==> src/core/ivpm_pkg.sv <==
// Package of constants for the interrupt vector priority map
package ivpm_pkg;

  // Vector slot offsets
  localparam logic [7:0] IVPM_OFS_TRAP = 8'hf8;
  localparam logic [7:0] IVPM_OFS_SWI = 8'hf6;
  localparam logic [7:0] IVPM_OFS_XIRQ = 8'hf4;
  localparam logic [7:0] IVPM_OFS_IRQ = 8'hf2;
  localparam logic [7:0] IVPM_OFS_RTI = 8'hf0;
  localparam logic [7:0] IVPM_OFS_TCH0 = 8'hee;
  localparam logic [7:0] IVPM_OFS_TCH1 = 8'hec;
  localparam logic [7:0] IVPM_OFS_TCH2 = 8'hea;
  localparam logic [7:0] IVPM_OFS_TCH3 = 8'he8;
  localparam logic [7:0] IVPM_OFS_TOVF = 8'hde;
  localparam logic [7:0] IVPM_OFS_SPI = 8'hd8;
  localparam logic [7:0] IVPM_OFS_SCI0 = 8'hd6;
  localparam logic [7:0] IVPM_OFS_SCI1 = 8'hd4;
  localparam logic [7:0] IVPM_OFS_ADC = 8'hd2;
  localparam logic [7:0] IVPM_OFS_PORTL = 8'hce;
  localparam logic [7:0] IVPM_OFS_OSC = 8'hc8;
  localparam logic [7:0] IVPM_OFS_PLL = 8'hc6;
  localparam logic [7:0] IVPM_OFS_FERR = 8'hba;
  localparam logic [7:0] IVPM_OFS_FCMD = 8'hb8;
  localparam logic [7:0] IVPM_OFS_HSDRV = 8'hae;
  localparam logic [7:0] IVPM_OFS_LSDRV = 8'hac;
  localparam logic [7:0] IVPM_OFS_LIN = 8'haa;
  localparam logic [7:0] IVPM_OFS_BAT = 8'ha8;
  localparam logic [7:0] IVPM_OFS_PORTP = 8'h8e;
  localparam logic [7:0] IVPM_OFS_SUPOC = 8'h8c;
  localparam logic [7:0] IVPM_OFS_LVI = 8'h8a;
  localparam logic [7:0] IVPM_OFS_API = 8'h88;
  localparam logic [7:0] IVPM_OFS_HTEMP = 8'h86;
  localparam logic [7:0] IVPM_OFS_ACMP = 8'h84;
  localparam logic [7:0] IVPM_OFS_PORTAD = 8'h82;
  localparam logic [7:0] IVPM_OFS_SPUR = 8'h80;

  // Maskable source indices, highest priority first
  localparam int IVPM_NSRC = 25;
  localparam int IVPM_SRC_IRQ = 0;
  localparam int IVPM_SRC_RTI = 1;
  localparam int IVPM_SRC_TCH0 = 2;
  localparam int IVPM_SRC_TCH1 = 3;
  localparam int IVPM_SRC_TCH2 = 4;
  localparam int IVPM_SRC_TCH3 = 5;
  localparam int IVPM_SRC_TOVF = 6;
  localparam int IVPM_SRC_SPI = 7;
  localparam int IVPM_SRC_SCI0 = 8;
  localparam int IVPM_SRC_SCI1 = 9;
  localparam int IVPM_SRC_ADC = 10;
  localparam int IVPM_SRC_PORTL = 11;
  localparam int IVPM_SRC_OSC = 12;
  localparam int IVPM_SRC_PLL = 13;
  localparam int IVPM_SRC_FERR = 14;
  localparam int IVPM_SRC_FCMD = 15;
  localparam int IVPM_SRC_HSDRV = 16;
  localparam int IVPM_SRC_LSDRV = 17;
  localparam int IVPM_SRC_LIN = 18;
  localparam int IVPM_SRC_BAT = 19;
  localparam int IVPM_SRC_PORTP = 20;
  localparam int IVPM_SRC_SUPOC = 21;
  localparam int IVPM_SRC_LVI = 22;
  localparam int IVPM_SRC_API = 23;
  localparam int IVPM_SRC_HTEMP = 24;

  // Per-source wake abilities, bit index = source index
  localparam logic [24:0] IVPM_WAKE_STOP_MASK = 25'h0900801;
  localparam logic [24:0] IVPM_WAKE_WAIT_MASK = 25'h1ffbfff;

  // Reset values and configuration word count
  localparam logic [7:0] IVPM_VBASE_RST = 8'hff;
  localparam logic [7:0] IVPM_ZERO8 = 8'h00;
  localparam logic [2:0] IVPM_CFG_WORDS = 3'h4;
  localparam logic [2:0] IVPM_CFG_ZERO = 3'h0;

  typedef enum logic [1:0] {
    IVPM_CFG_LOAD,
    IVPM_CFG_RUN
  } ivpm_cfg_state_t;

endpackage

==> src/core/ivpm_cfg_loader.sv <==
// Configuration load sequencer that stalls the core after every reset
`timescale 1ns/1ns
module ivpm_cfg_loader
  import ivpm_pkg::*;
(
  input wire logic ref_clk_i,
  input wire logic rst_b_i,
  input wire logic cfg_word_valid_i,
  input wire logic cfg_double_fault_i,
  output logic cpu_stall_o,
  output logic secure_o
);

  ivpm_cfg_state_t state_reg;
  logic [2:0] count_reg;

  always_ff @(posedge ref_clk_i or negedge rst_b_i) begin
    if (!rst_b_i) begin
      state_reg <= IVPM_CFG_LOAD;
      count_reg <= IVPM_CFG_ZERO;
    end else begin
      case (state_reg)
        IVPM_CFG_LOAD: begin
          if (cfg_word_valid_i) begin
            if (count_reg == IVPM_CFG_WORDS - 3'h1) begin
              state_reg <= IVPM_CFG_RUN;
            end
            count_reg <= count_reg + 3'h1;
          end
        end
        default: begin
          state_reg <= IVPM_CFG_RUN;
        end
      endcase
    end
  end

  always_ff @(posedge ref_clk_i or negedge rst_b_i) begin
    if (!rst_b_i) begin
      cpu_stall_o <= 1'b1;
    end else begin
      cpu_stall_o <= (state_reg == IVPM_CFG_LOAD) &&
                     !(cfg_word_valid_i && count_reg == IVPM_CFG_WORDS - 3'h1);
    end
  end

  // Secured on leaving reset when a double fault is seen during loading
  always_ff @(posedge ref_clk_i or negedge rst_b_i) begin
    if (!rst_b_i) begin
      secure_o <= 1'b0;
    end else if (state_reg == IVPM_CFG_LOAD && cfg_word_valid_i && cfg_double_fault_i) begin
      secure_o <= 1'b1;
    end
  end

endmodule

==> src/core/ivpm_top.sv <==
// Interrupt vector priority map with reset effects
`timescale 1ns/1ns
// How it works
// - Each source has a fixed slot at base plus offset, priority falling from $F8 to $80.
// - A software-written vector base forms the upper byte of every vector address.
// - The LIN slot $AA is shared by over-current and dominant timeout, each locally enabled.
// - The battery slot $A8 joins low and high voltage events, wakes from wait only.
// - The periodic timer slot $88 is gated by its enable and the I bit and wakes stop and wait.
// - The supply over-current slot $8C is gated by its enable and wakes from wait only.
// - Every reset returns all registers and control bits to defined values.
// - After reset the core is stalled until the configuration load completes.
// - A double fault in the configuration load leaves reset with security on.
// - A reset during a flash program or erase aborts that command at once.
// - Reset leaves RAM contents untouched.
module ivpm_top
  import ivpm_pkg::*;
(
  input wire logic ref_clk_i,
  input wire logic rst_b_i,
  input wire logic vbase_we_i,
  input wire logic [7:0] vbase_wdata_i,
  input wire logic i_mask_i,
  input wire logic x_mask_i,
  input wire logic trap_i,
  input wire logic swi_i,
  input wire logic xirq_i,
  input wire logic [IVPM_NSRC-1:0] src_req_i,
  input wire logic [IVPM_NSRC-1:0] src_en_i,
  input wire logic lin_overcurrent_i,
  input wire logic lin_dominant_timeout_i,
  input wire logic lin_overcurrent_int_en_i,
  input wire logic lin_dominant_timeout_int_en_i,
  input wire logic battery_low_i,
  input wire logic battery_high_i,
  input wire logic battery_low_int_en_i,
  input wire logic battery_high_int_en_i,
  input wire logic supply_overcurrent_i,
  input wire logic supply_overcurrent_int_en_i,
  input wire logic periodic_timer_i,
  input wire logic periodic_timer_int_en_i,
  input wire logic in_stop_i,
  input wire logic in_wait_i,
  input wire logic cfg_word_valid_i,
  input wire logic cfg_double_fault_i,
  input wire logic flash_cmd_start_i,
  input wire logic flash_cmd_done_i,
  input wire logic ram_we_i,
  input wire logic [3:0] ram_addr_i,
  input wire logic [7:0] ram_wdata_i,
  output logic [7:0] vector_base_reg_o,
  output logic irq_pending_o,
  output logic [15:0] vector_addr_o,
  output logic wake_o,
  output logic cpu_stall_o,
  output logic secure_o,
  output logic flash_cmd_busy_o,
  output logic [7:0] ram_rdata_o
);

  // ----------------------------------------------------------------
  // Vector base
  // ----------------------------------------------------------------
  logic [7:0] vector_base_reg;

  always_ff @(posedge ref_clk_i or negedge rst_b_i) begin
    if (!rst_b_i) begin
      vector_base_reg <= IVPM_VBASE_RST;
    end else if (vbase_we_i) begin
      vector_base_reg <= vbase_wdata_i;
    end
  end

  always_ff @(posedge ref_clk_i or negedge rst_b_i) begin
    if (!rst_b_i) begin
      vector_base_reg_o <= IVPM_VBASE_RST;
    end else if (vbase_we_i) begin
      vector_base_reg_o <= vbase_wdata_i;
    end
  end

  // ----------------------------------------------------------------
  // Source gating
  // ----------------------------------------------------------------
  logic [IVPM_NSRC-1:0] req_raw;
  logic [IVPM_NSRC-1:0] req_en;
  logic [IVPM_NSRC-1:0] req_act;

  always_comb begin
    req_raw = src_req_i;
    req_en = src_en_i;
    req_raw[IVPM_SRC_LIN] = (lin_overcurrent_i && lin_overcurrent_int_en_i) ||
                            (lin_dominant_timeout_i && lin_dominant_timeout_int_en_i);
    req_en[IVPM_SRC_LIN] = 1'b1;
    req_raw[IVPM_SRC_BAT] = (battery_low_i && battery_low_int_en_i) ||
                            (battery_high_i && battery_high_int_en_i);
    req_en[IVPM_SRC_BAT] = 1'b1;
    req_raw[IVPM_SRC_SUPOC] = supply_overcurrent_i;
    req_en[IVPM_SRC_SUPOC] = supply_overcurrent_int_en_i;
    req_raw[IVPM_SRC_API] = periodic_timer_i;
    req_en[IVPM_SRC_API] = periodic_timer_int_en_i;
  end

  genvar g;
  generate
    for (g = 0; g < IVPM_NSRC; g++) begin : g_gate
      assign req_act[g] = req_raw[g] && req_en[g];
    end
  endgenerate

  // ----------------------------------------------------------------
  // Priority resolution
  // ----------------------------------------------------------------
  logic [7:0] slot_ofs [IVPM_NSRC];
  assign slot_ofs = '{IVPM_OFS_IRQ, IVPM_OFS_RTI, IVPM_OFS_TCH0, IVPM_OFS_TCH1,
                      IVPM_OFS_TCH2, IVPM_OFS_TCH3, IVPM_OFS_TOVF, IVPM_OFS_SPI,
                      IVPM_OFS_SCI0, IVPM_OFS_SCI1, IVPM_OFS_ADC, IVPM_OFS_PORTL,
                      IVPM_OFS_OSC, IVPM_OFS_PLL, IVPM_OFS_FERR, IVPM_OFS_FCMD,
                      IVPM_OFS_HSDRV, IVPM_OFS_LSDRV, IVPM_OFS_LIN, IVPM_OFS_BAT,
                      IVPM_OFS_PORTP, IVPM_OFS_SUPOC, IVPM_OFS_LVI, IVPM_OFS_API,
                      IVPM_OFS_HTEMP};

  logic any_next;
  logic [7:0] ofs_next;

  always_comb begin
    any_next = 1'b1;
    ofs_next = IVPM_OFS_SPUR;
    if (trap_i) begin
      ofs_next = IVPM_OFS_TRAP;
    end else if (swi_i) begin
      ofs_next = IVPM_OFS_SWI;
    end else if (xirq_i && !x_mask_i) begin
      ofs_next = IVPM_OFS_XIRQ;
    end else if (!i_mask_i && (|req_act)) begin
      for (int i = IVPM_NSRC - 1; i >= 0; i--) begin
        if (req_act[i]) begin
          ofs_next = slot_ofs[i];
        end
      end
    end else begin
      any_next = 1'b0;
    end
  end

  always_ff @(posedge ref_clk_i or negedge rst_b_i) begin
    if (!rst_b_i) begin
      irq_pending_o <= 1'b0;
      vector_addr_o <= {IVPM_VBASE_RST, IVPM_OFS_SPUR};
    end else begin
      irq_pending_o <= any_next && !cpu_stall_o;
      vector_addr_o <= {vector_base_reg, ofs_next};
    end
  end

  // ----------------------------------------------------------------
  // Wake from stop or wait
  // ----------------------------------------------------------------
  logic wake_next;

  always_comb begin
    wake_next = xirq_i && !x_mask_i;
    if (!i_mask_i) begin
      if (in_stop_i) begin
        wake_next = wake_next || (|(req_act & IVPM_WAKE_STOP_MASK));
      end else if (in_wait_i) begin
        wake_next = wake_next || (|(req_act & IVPM_WAKE_WAIT_MASK));
      end
    end
  end

  always_ff @(posedge ref_clk_i or negedge rst_b_i) begin
    if (!rst_b_i) begin
      wake_o <= 1'b0;
    end else begin
      wake_o <= wake_next && (in_stop_i || in_wait_i);
    end
  end

  // ----------------------------------------------------------------
  // Configuration load and flash command
  // ----------------------------------------------------------------
  ivpm_cfg_loader u_cfg_loader (
    .ref_clk_i(ref_clk_i),
    .rst_b_i(rst_b_i),
    .cfg_word_valid_i(cfg_word_valid_i),
    .cfg_double_fault_i(cfg_double_fault_i),
    .cpu_stall_o(cpu_stall_o),
    .secure_o(secure_o)
  );

  always_ff @(posedge ref_clk_i or negedge rst_b_i) begin
    if (!rst_b_i) begin
      flash_cmd_busy_o <= 1'b0;
    end else if (flash_cmd_start_i) begin
      flash_cmd_busy_o <= 1'b1;
    end else if (flash_cmd_done_i) begin
      flash_cmd_busy_o <= 1'b0;
    end
  end

  // ----------------------------------------------------------------
  // RAM, not cleared by reset
  // ----------------------------------------------------------------
  logic [7:0] ram_mem [16];

  always_ff @(posedge ref_clk_i) begin
    if (ram_we_i) begin
      ram_mem[ram_addr_i] <= ram_wdata_i;
    end
  end

  always_ff @(posedge ref_clk_i or negedge rst_b_i) begin
    if (!rst_b_i) begin
      ram_rdata_o <= IVPM_ZERO8;
    end else begin
      ram_rdata_o <= ram_mem[ram_addr_i];
    end
  end

endmodule

==> config.mk <==
export PLATFORM = sky130hd
export DESIGN_NAME = ivpm_top
export DESIGN_NICKNAME = d
export VERILOG_FILES = /design/src/core/ivpm_pkg.sv /design/src/core/ivpm_cfg_loader.sv /design/src/core/ivpm_top.sv
export SDC_FILE = /design/constraint.sdc
export NUM_CORES = 1
export LEC_CHECK = 0
export ABC_AREA = 0
export BUFFER_PORTS_ARGS = -buffer_cell sky130_fd_sc_hd__buf_2
export CELL_PAD_IN_SITES_DETAIL_PLACEMENT = 0
export CELL_PAD_IN_SITES_GLOBAL_PLACEMENT = 1
export CORE_ASPECT_RATIO = 1.75
export CORE_MARGIN = 1.5
export CORE_UTILIZATION = 30
export CTS_BUF_LIST = sky130_fd_sc_hd__clkbuf_4
export CTS_CLUSTER_DIAMETER = 150
export CTS_CLUSTER_SIZE = 40
export DETAILED_ROUTE_END_ITERATION = 10
export PLACE_DENSITY = 0.66
export SLEW_MARGIN = 0
export SYNTH_ARGS = -nofsm -noshare
export SYNTH_HDL_FRONTEND = slang
export SYNTH_SLANG_ARGS = --single-unit
==> constraint.sdc <==
create_clock -name ref_clk_i -period 3.5 [get_ports ref_clk_i]
set_input_delay 0.7 -clock ref_clk_i [delete_from_list [all_inputs] [get_ports ref_clk_i]]
set_output_delay 0.7 -clock ref_clk_i [all_outputs]
set_load 0.05 [all_outputs]
### After elaboration in Yosys (flattened, before gate mapping)

Memory sizes are Yosys's and may differ from the RTL's. A register that Yosys moved wholly into a read port is not among the register bits.
Index checks and enable logic that the tools add are counted.

| word-level totals | value |
|---|---|
| register bits | 34 |
| RAM bits | 128 |
| bits of input ports | 97 |
| output and inout bits | 37 |
| logic and storage cells | 109 |
| memories kept | 1 |

| operators by class | value |
|---|---|
| add/sub/neg operators | 1 |
| equality and inequality tests | 3 |
| muxes and demuxes | 43 |
| reduce and logical (&&, ||, !) cells | 52 |

Memories:

| name | words | width | read ports | clocked after Yosys merged registers in | write ports | line | text |
|---|---|---|---|---|---|---|---|
| ram_mem | 16 | 8 | 1 | 1 | 1 | ivpm_top.sv:204 | `logic [7:0] ram_mem [16];` |

Operator list:

| cell | count |
|---|---|
| 2-to-1 mux 8 bit | 28 |
| logical AND 1 bit | 35 |
| OR reduction 25 bit | 1 |
| OR reduction 24 bit | 1 |
| 2-to-1 mux 1 bit | 11 |
| 2-to-1 mux 2 bit | 3 |
| logical NOT 1 bit | 5 |
| logical OR 1 bit | 5 |
| != test 2 bit, second input constant | 2 |
| AND reduction 2 bit | 2 |
| OR reduction 4 bit | 1 |
| adder 3 x 1 -> 3 bit, second input constant | 1 |
| == test 3 x 2 -> 1 bit, second input constant | 1 |
| 2-to-1 mux 3 bit | 1 |
| logical NOT 2 bit | 1 |
| nonzero test 2 bit | 1 |

### Longest topological paths before layout

| logic depth | value |
|---|---|
| depth after elaboration | 30 |
| gate-level depth with buffers | 5 |

### Cells and area by module

From an unflattened synthesis, not the netlist that was laid out.

| second synthesis, totals | value |
|---|---|
| cell total of the unflattened synthesis | 360 |
| area, all modules | 6718.9 um^2 |

By module, submodules not included:

| module | instances | cells each | area an instance (um^2) | sequential area each (um^2) |
|---|---|---|---|---|
| ivpm_top | 1 | 344 | 6470.0 | 4689.5 |
| ivpm_cfg_loader | 1 | 16 | 249.0 | 151.4 |

### Worst setup path before layout

No wires, ideal clock.

| path | value |
|---|---|
| kind | input to register |
| from | in ram_addr_i[2] |
| to | mem ram_mem[0][0], enable pin |
| library setup time | 0.383 ns |
| arrival | 2.100 ns |
| path slack | 1.017 ns |
| stages on the path | 3 |
| buffers on the path | 1 |
| path through | buf_1 or3b_2 nor3_1 |

RTL lines:

| element | line | text |
|---|---|---|
| start: declaration | ivpm_top.sv:48 | `input wire logic [3:0] ram_addr_i,` |
| end: declaration | ivpm_top.sv:204 |  |

Straight into the memory's write port.

### Worst setup path in the final report

| path | value |
|---|---|
| from | in ram_addr_i[1] |
| to | mem ram_mem[6][2], enable pin |

Straight into the memory's write port.

==> metrics.md <==
| Metric | Value |
|---|---|
| Status | `finished clean` |
| # clock sinks | `167` |
| Std cell rows | `72` |
| Worst setup SP type | `primary input` |
| Initial antenna violation count | `3` |
| Vias | `3934` |
| Sequential Power Share | `57.1%` |
| Most used DFF post-synth | `edfxtp_1` |
| Core Region | `22000 µm²` |
| Mapped Area | `6710 µm²` |
| Syn Area/Cell | `18.5 µm²` |
| HPWL after DPL | `11.7 mm` |
| Final setup vio count | `0` |
| Commonest non-fill, non-tap cell in the layout | `edfxtp_1` |
| Die Wd | `116 µm` |
| Post-synth EDFFs | `128` |
| Area Overhead vs Synth | `21.0%` |
| CTS tree | `built` |
| Vias per cell | `4.78` |
| Sequential-to-total area share from yosys stat | `72.2%` |
| Peak VDD IR | `0.000382 V` |
| Initial cell density of the core | `30.5%` |
| Worst Max-Slew Pin Slew | `0.971 ns` |
| Clk buf depth | `2` |
| Design Area, Final | `8120 µm²` |
| Comb power frac | `13.8%` |
| Post-route ant nets | `0` |
| Lkg Pwr | `2.96 nW` |
| Relative max-transition margin | `35.3%` |
| Power density over the cells | `491 nW/µm²` |
| Reg2reg start | `ram_mem[15][3]$_DFFE_PP_` |
| Largest net degree at the start of global routing | `40` |
| WL per Instance | `19.5 µm` |
| PortBufs | `123` |
| First-pass GRT wire length | `23.1 mm` |
| CP arrival | `2.42 ns` |
| Biggest register | `ram_mem` |
| Drt pass-1 iters | `6` |
| Cts hold-fix bufs | `0` |
| # resized after CTS | `0` |
| TNS Setup | `0 ns` |
| CP Capture Type | `flip-flop` |
| Crit. Startpoint | `ram_addr_i[1]` |
| Layout cells sized above 1 | `47.1%` |
| RSZ-0062 raised after global routing | `false` |
| H-tree depth | `4` |
| GR Overflow Total | `0` |
| Worst Skew | `0.0181 ns` |
| Hold crit path type | `in -> async` |
| Cells after synthesis | `362` |
| Yosys cell types | `46` |
| Later-pin clock latency in the skew report | `0.56 ns` |
| Final hold violation count | `0` |
| Sw frac | `27.4%` |
| Cell Int Power | `0.00290 W` |
| Synth Register Bits | `167` |
| Chip height | `201 µm` |
| Ys Warns | `0` |
| WS Path Type | `in -> reg` |
| Global-route usage over all layers | `14.0%` |
| Setup bufs post-CTS | `0` |
| Max Cap Violations | `0` |
| Clock Power Share | `29.2%` |
| Vias in the first global route | `4126` |
| Detailed Route Iter0 Violations | `253` |
| DP Area | `7810 µm²` |
| GP Congestion | `0.826` |
| I/O Pins | `134` |
| Post-synth net total | `461` |
| Most frequent cells in the layout | `edfxtp_1, buf_2, mux4_2, nand2_1, dfrtp_1` |
| Crit path max fanout | `39` |
| Slew Limit Fails | `0` |
| Cts bufs inserted | `17` |
| Final #Nets | `612` |
| Drt drc | `0` |
| Max frequency | `466 MHz` |
| Largest registers | `ram_mem x128, vector_addr_o x14` |
| Worst-path clk slew | `0.15 ns` |
| Final Cycle Share | `61.3%` |
| Req. time, crit path | `3.78 ns` |
| CTS Root Cell | `clkbuf_4` |
| Post-layout minimum cycle time | `2.14 ns` |
| Final WL | `16.0 mm` |
| Die ar. | `23300 µm²` |
| Worst reg-to-reg setup slack | `1.98 ns` |
| Async S/R FF share, synth | `23.4%` |
| Switching power | `0.00109 W` |
| Fill cell count | `2130` |
| Max reg flops | `128` |
critical path, cell delays in order:
cell,delay (ns)
buf_2,0.71
nand2b_1,0.27
nor2_1,0.45
buf_4,0.26
metrics by stage:
stage               cells  utilization [%]  setup WS [ns]  power, W  hold WS [ns]
detailed placement    790             35.5          0.739   0.00288         0.364
finish                823             36.9           1.36   0.00399         0.281
global route          823             36.9           1.28   0.00417         0.250
floorplan             362                -           1.02   0.00267         0.404
CTS                   822             36.9           1.34   0.00405         0.230
global placement      790             35.5          0.752   0.00287         0.361
cells in the mapped netlist (3+ instances only):
cell	n	area [µm²]
nor2_1	14	52.6
nand2_1	25	93.8
mux2_2	9	101
dfrtp_1	22	551
clkbuf_1	7	26.3
edfxtp_1	128	3840
a22oi_1	8	60.1
nor3_1	5	25.0
mux4_2	40	901
a31oi_1	3	18.8
nand3_1	6	30.0
a22o_1	4	35.0
dfstp_2	17	447
a222oi_1	4	40.0
o21ai_0	5	25.0
buf_4	3	22.5
a21oi_1	8	40.0
nand2b_1	4	25.0
inv_1	7	26.3
nand4_1	9	56.3
final cells by class:
type                    instances  area (µm²)  area share (%)
flip-flops and latches        167        4840            59.7
multi-input cells             175        1780            21.9
repair buffers                145         793            9.77
well taps                     296         370            4.56
clock inverters                13         161            1.99
clock buffers                  19         143            1.76
inverters                       7        26.3           0.324
diodes                          1        2.50          0.0308
power groups by stage:
stage          combinational (W)  sequential, W  clock, W
2_1_floorplan           0.000206        0.00246         0
3_3_place_gp            0.000552        0.00231         0
3_5_place_dp            0.000558        0.00232         0
4_1_cts                 0.000559        0.00228   0.00122
5_1_grt                 0.000593        0.00229   0.00129
6_report                0.000549        0.00228   0.00116
metal layers:
metal | vias up | track usage (%) | share of wire [%]
met5 | - | 0 | 0
met4 | 0 | 6.66 | 3.5
met3 | 29 | 3.23 | 6.4
met2 | 167 | 26.8 | 57
met1 | 1955 | 13.6 | 34
li1 | 1783 | - | -
kinds of logic (layout without fill, tap and decap cells):
| group | after synthesis | in the layout | share of synthesized area, % |
|---|---|---|---|
| DFF | 167 | 167 | 72.2 |
| and+or+nand+nor | 72 | 72 | 5.19 |
| AOI/OAI and AO/OA | 49 | 49 | 5.76 |
| muxes | 49 | 49 | 14.9 |
| buffers and inverters | 20 | 184 | 1.32 |
| adders and majority gates | 2 | 2 | 0.373 |
| other | 2 | 3 | 0.112 |
| xor gates and xnor gates | 1 | 1 | 0.131 |
path summary, 6_finish.rpt:
kind                            cells past startpoint                            to
worst max-delay path                                4       ram_mem[6][2]$_DFFE_PP_
worst min-delay path                                1      ram_rdata_o[1]$_DFF_PN0_
worst max register to register                      2      ram_rdata_o[3]$_DFF_PN0_
worst min register to register                      0   vector_addr_o[10]$_DFF_PN1_
max in group asynchronous                           1      ram_rdata_o[3]$_DFF_PN0_
min in group ref_clk_i                              2  flash_cmd_busy_o$_DFFE_PN0P_
Power figures use the tool's default switching activity.
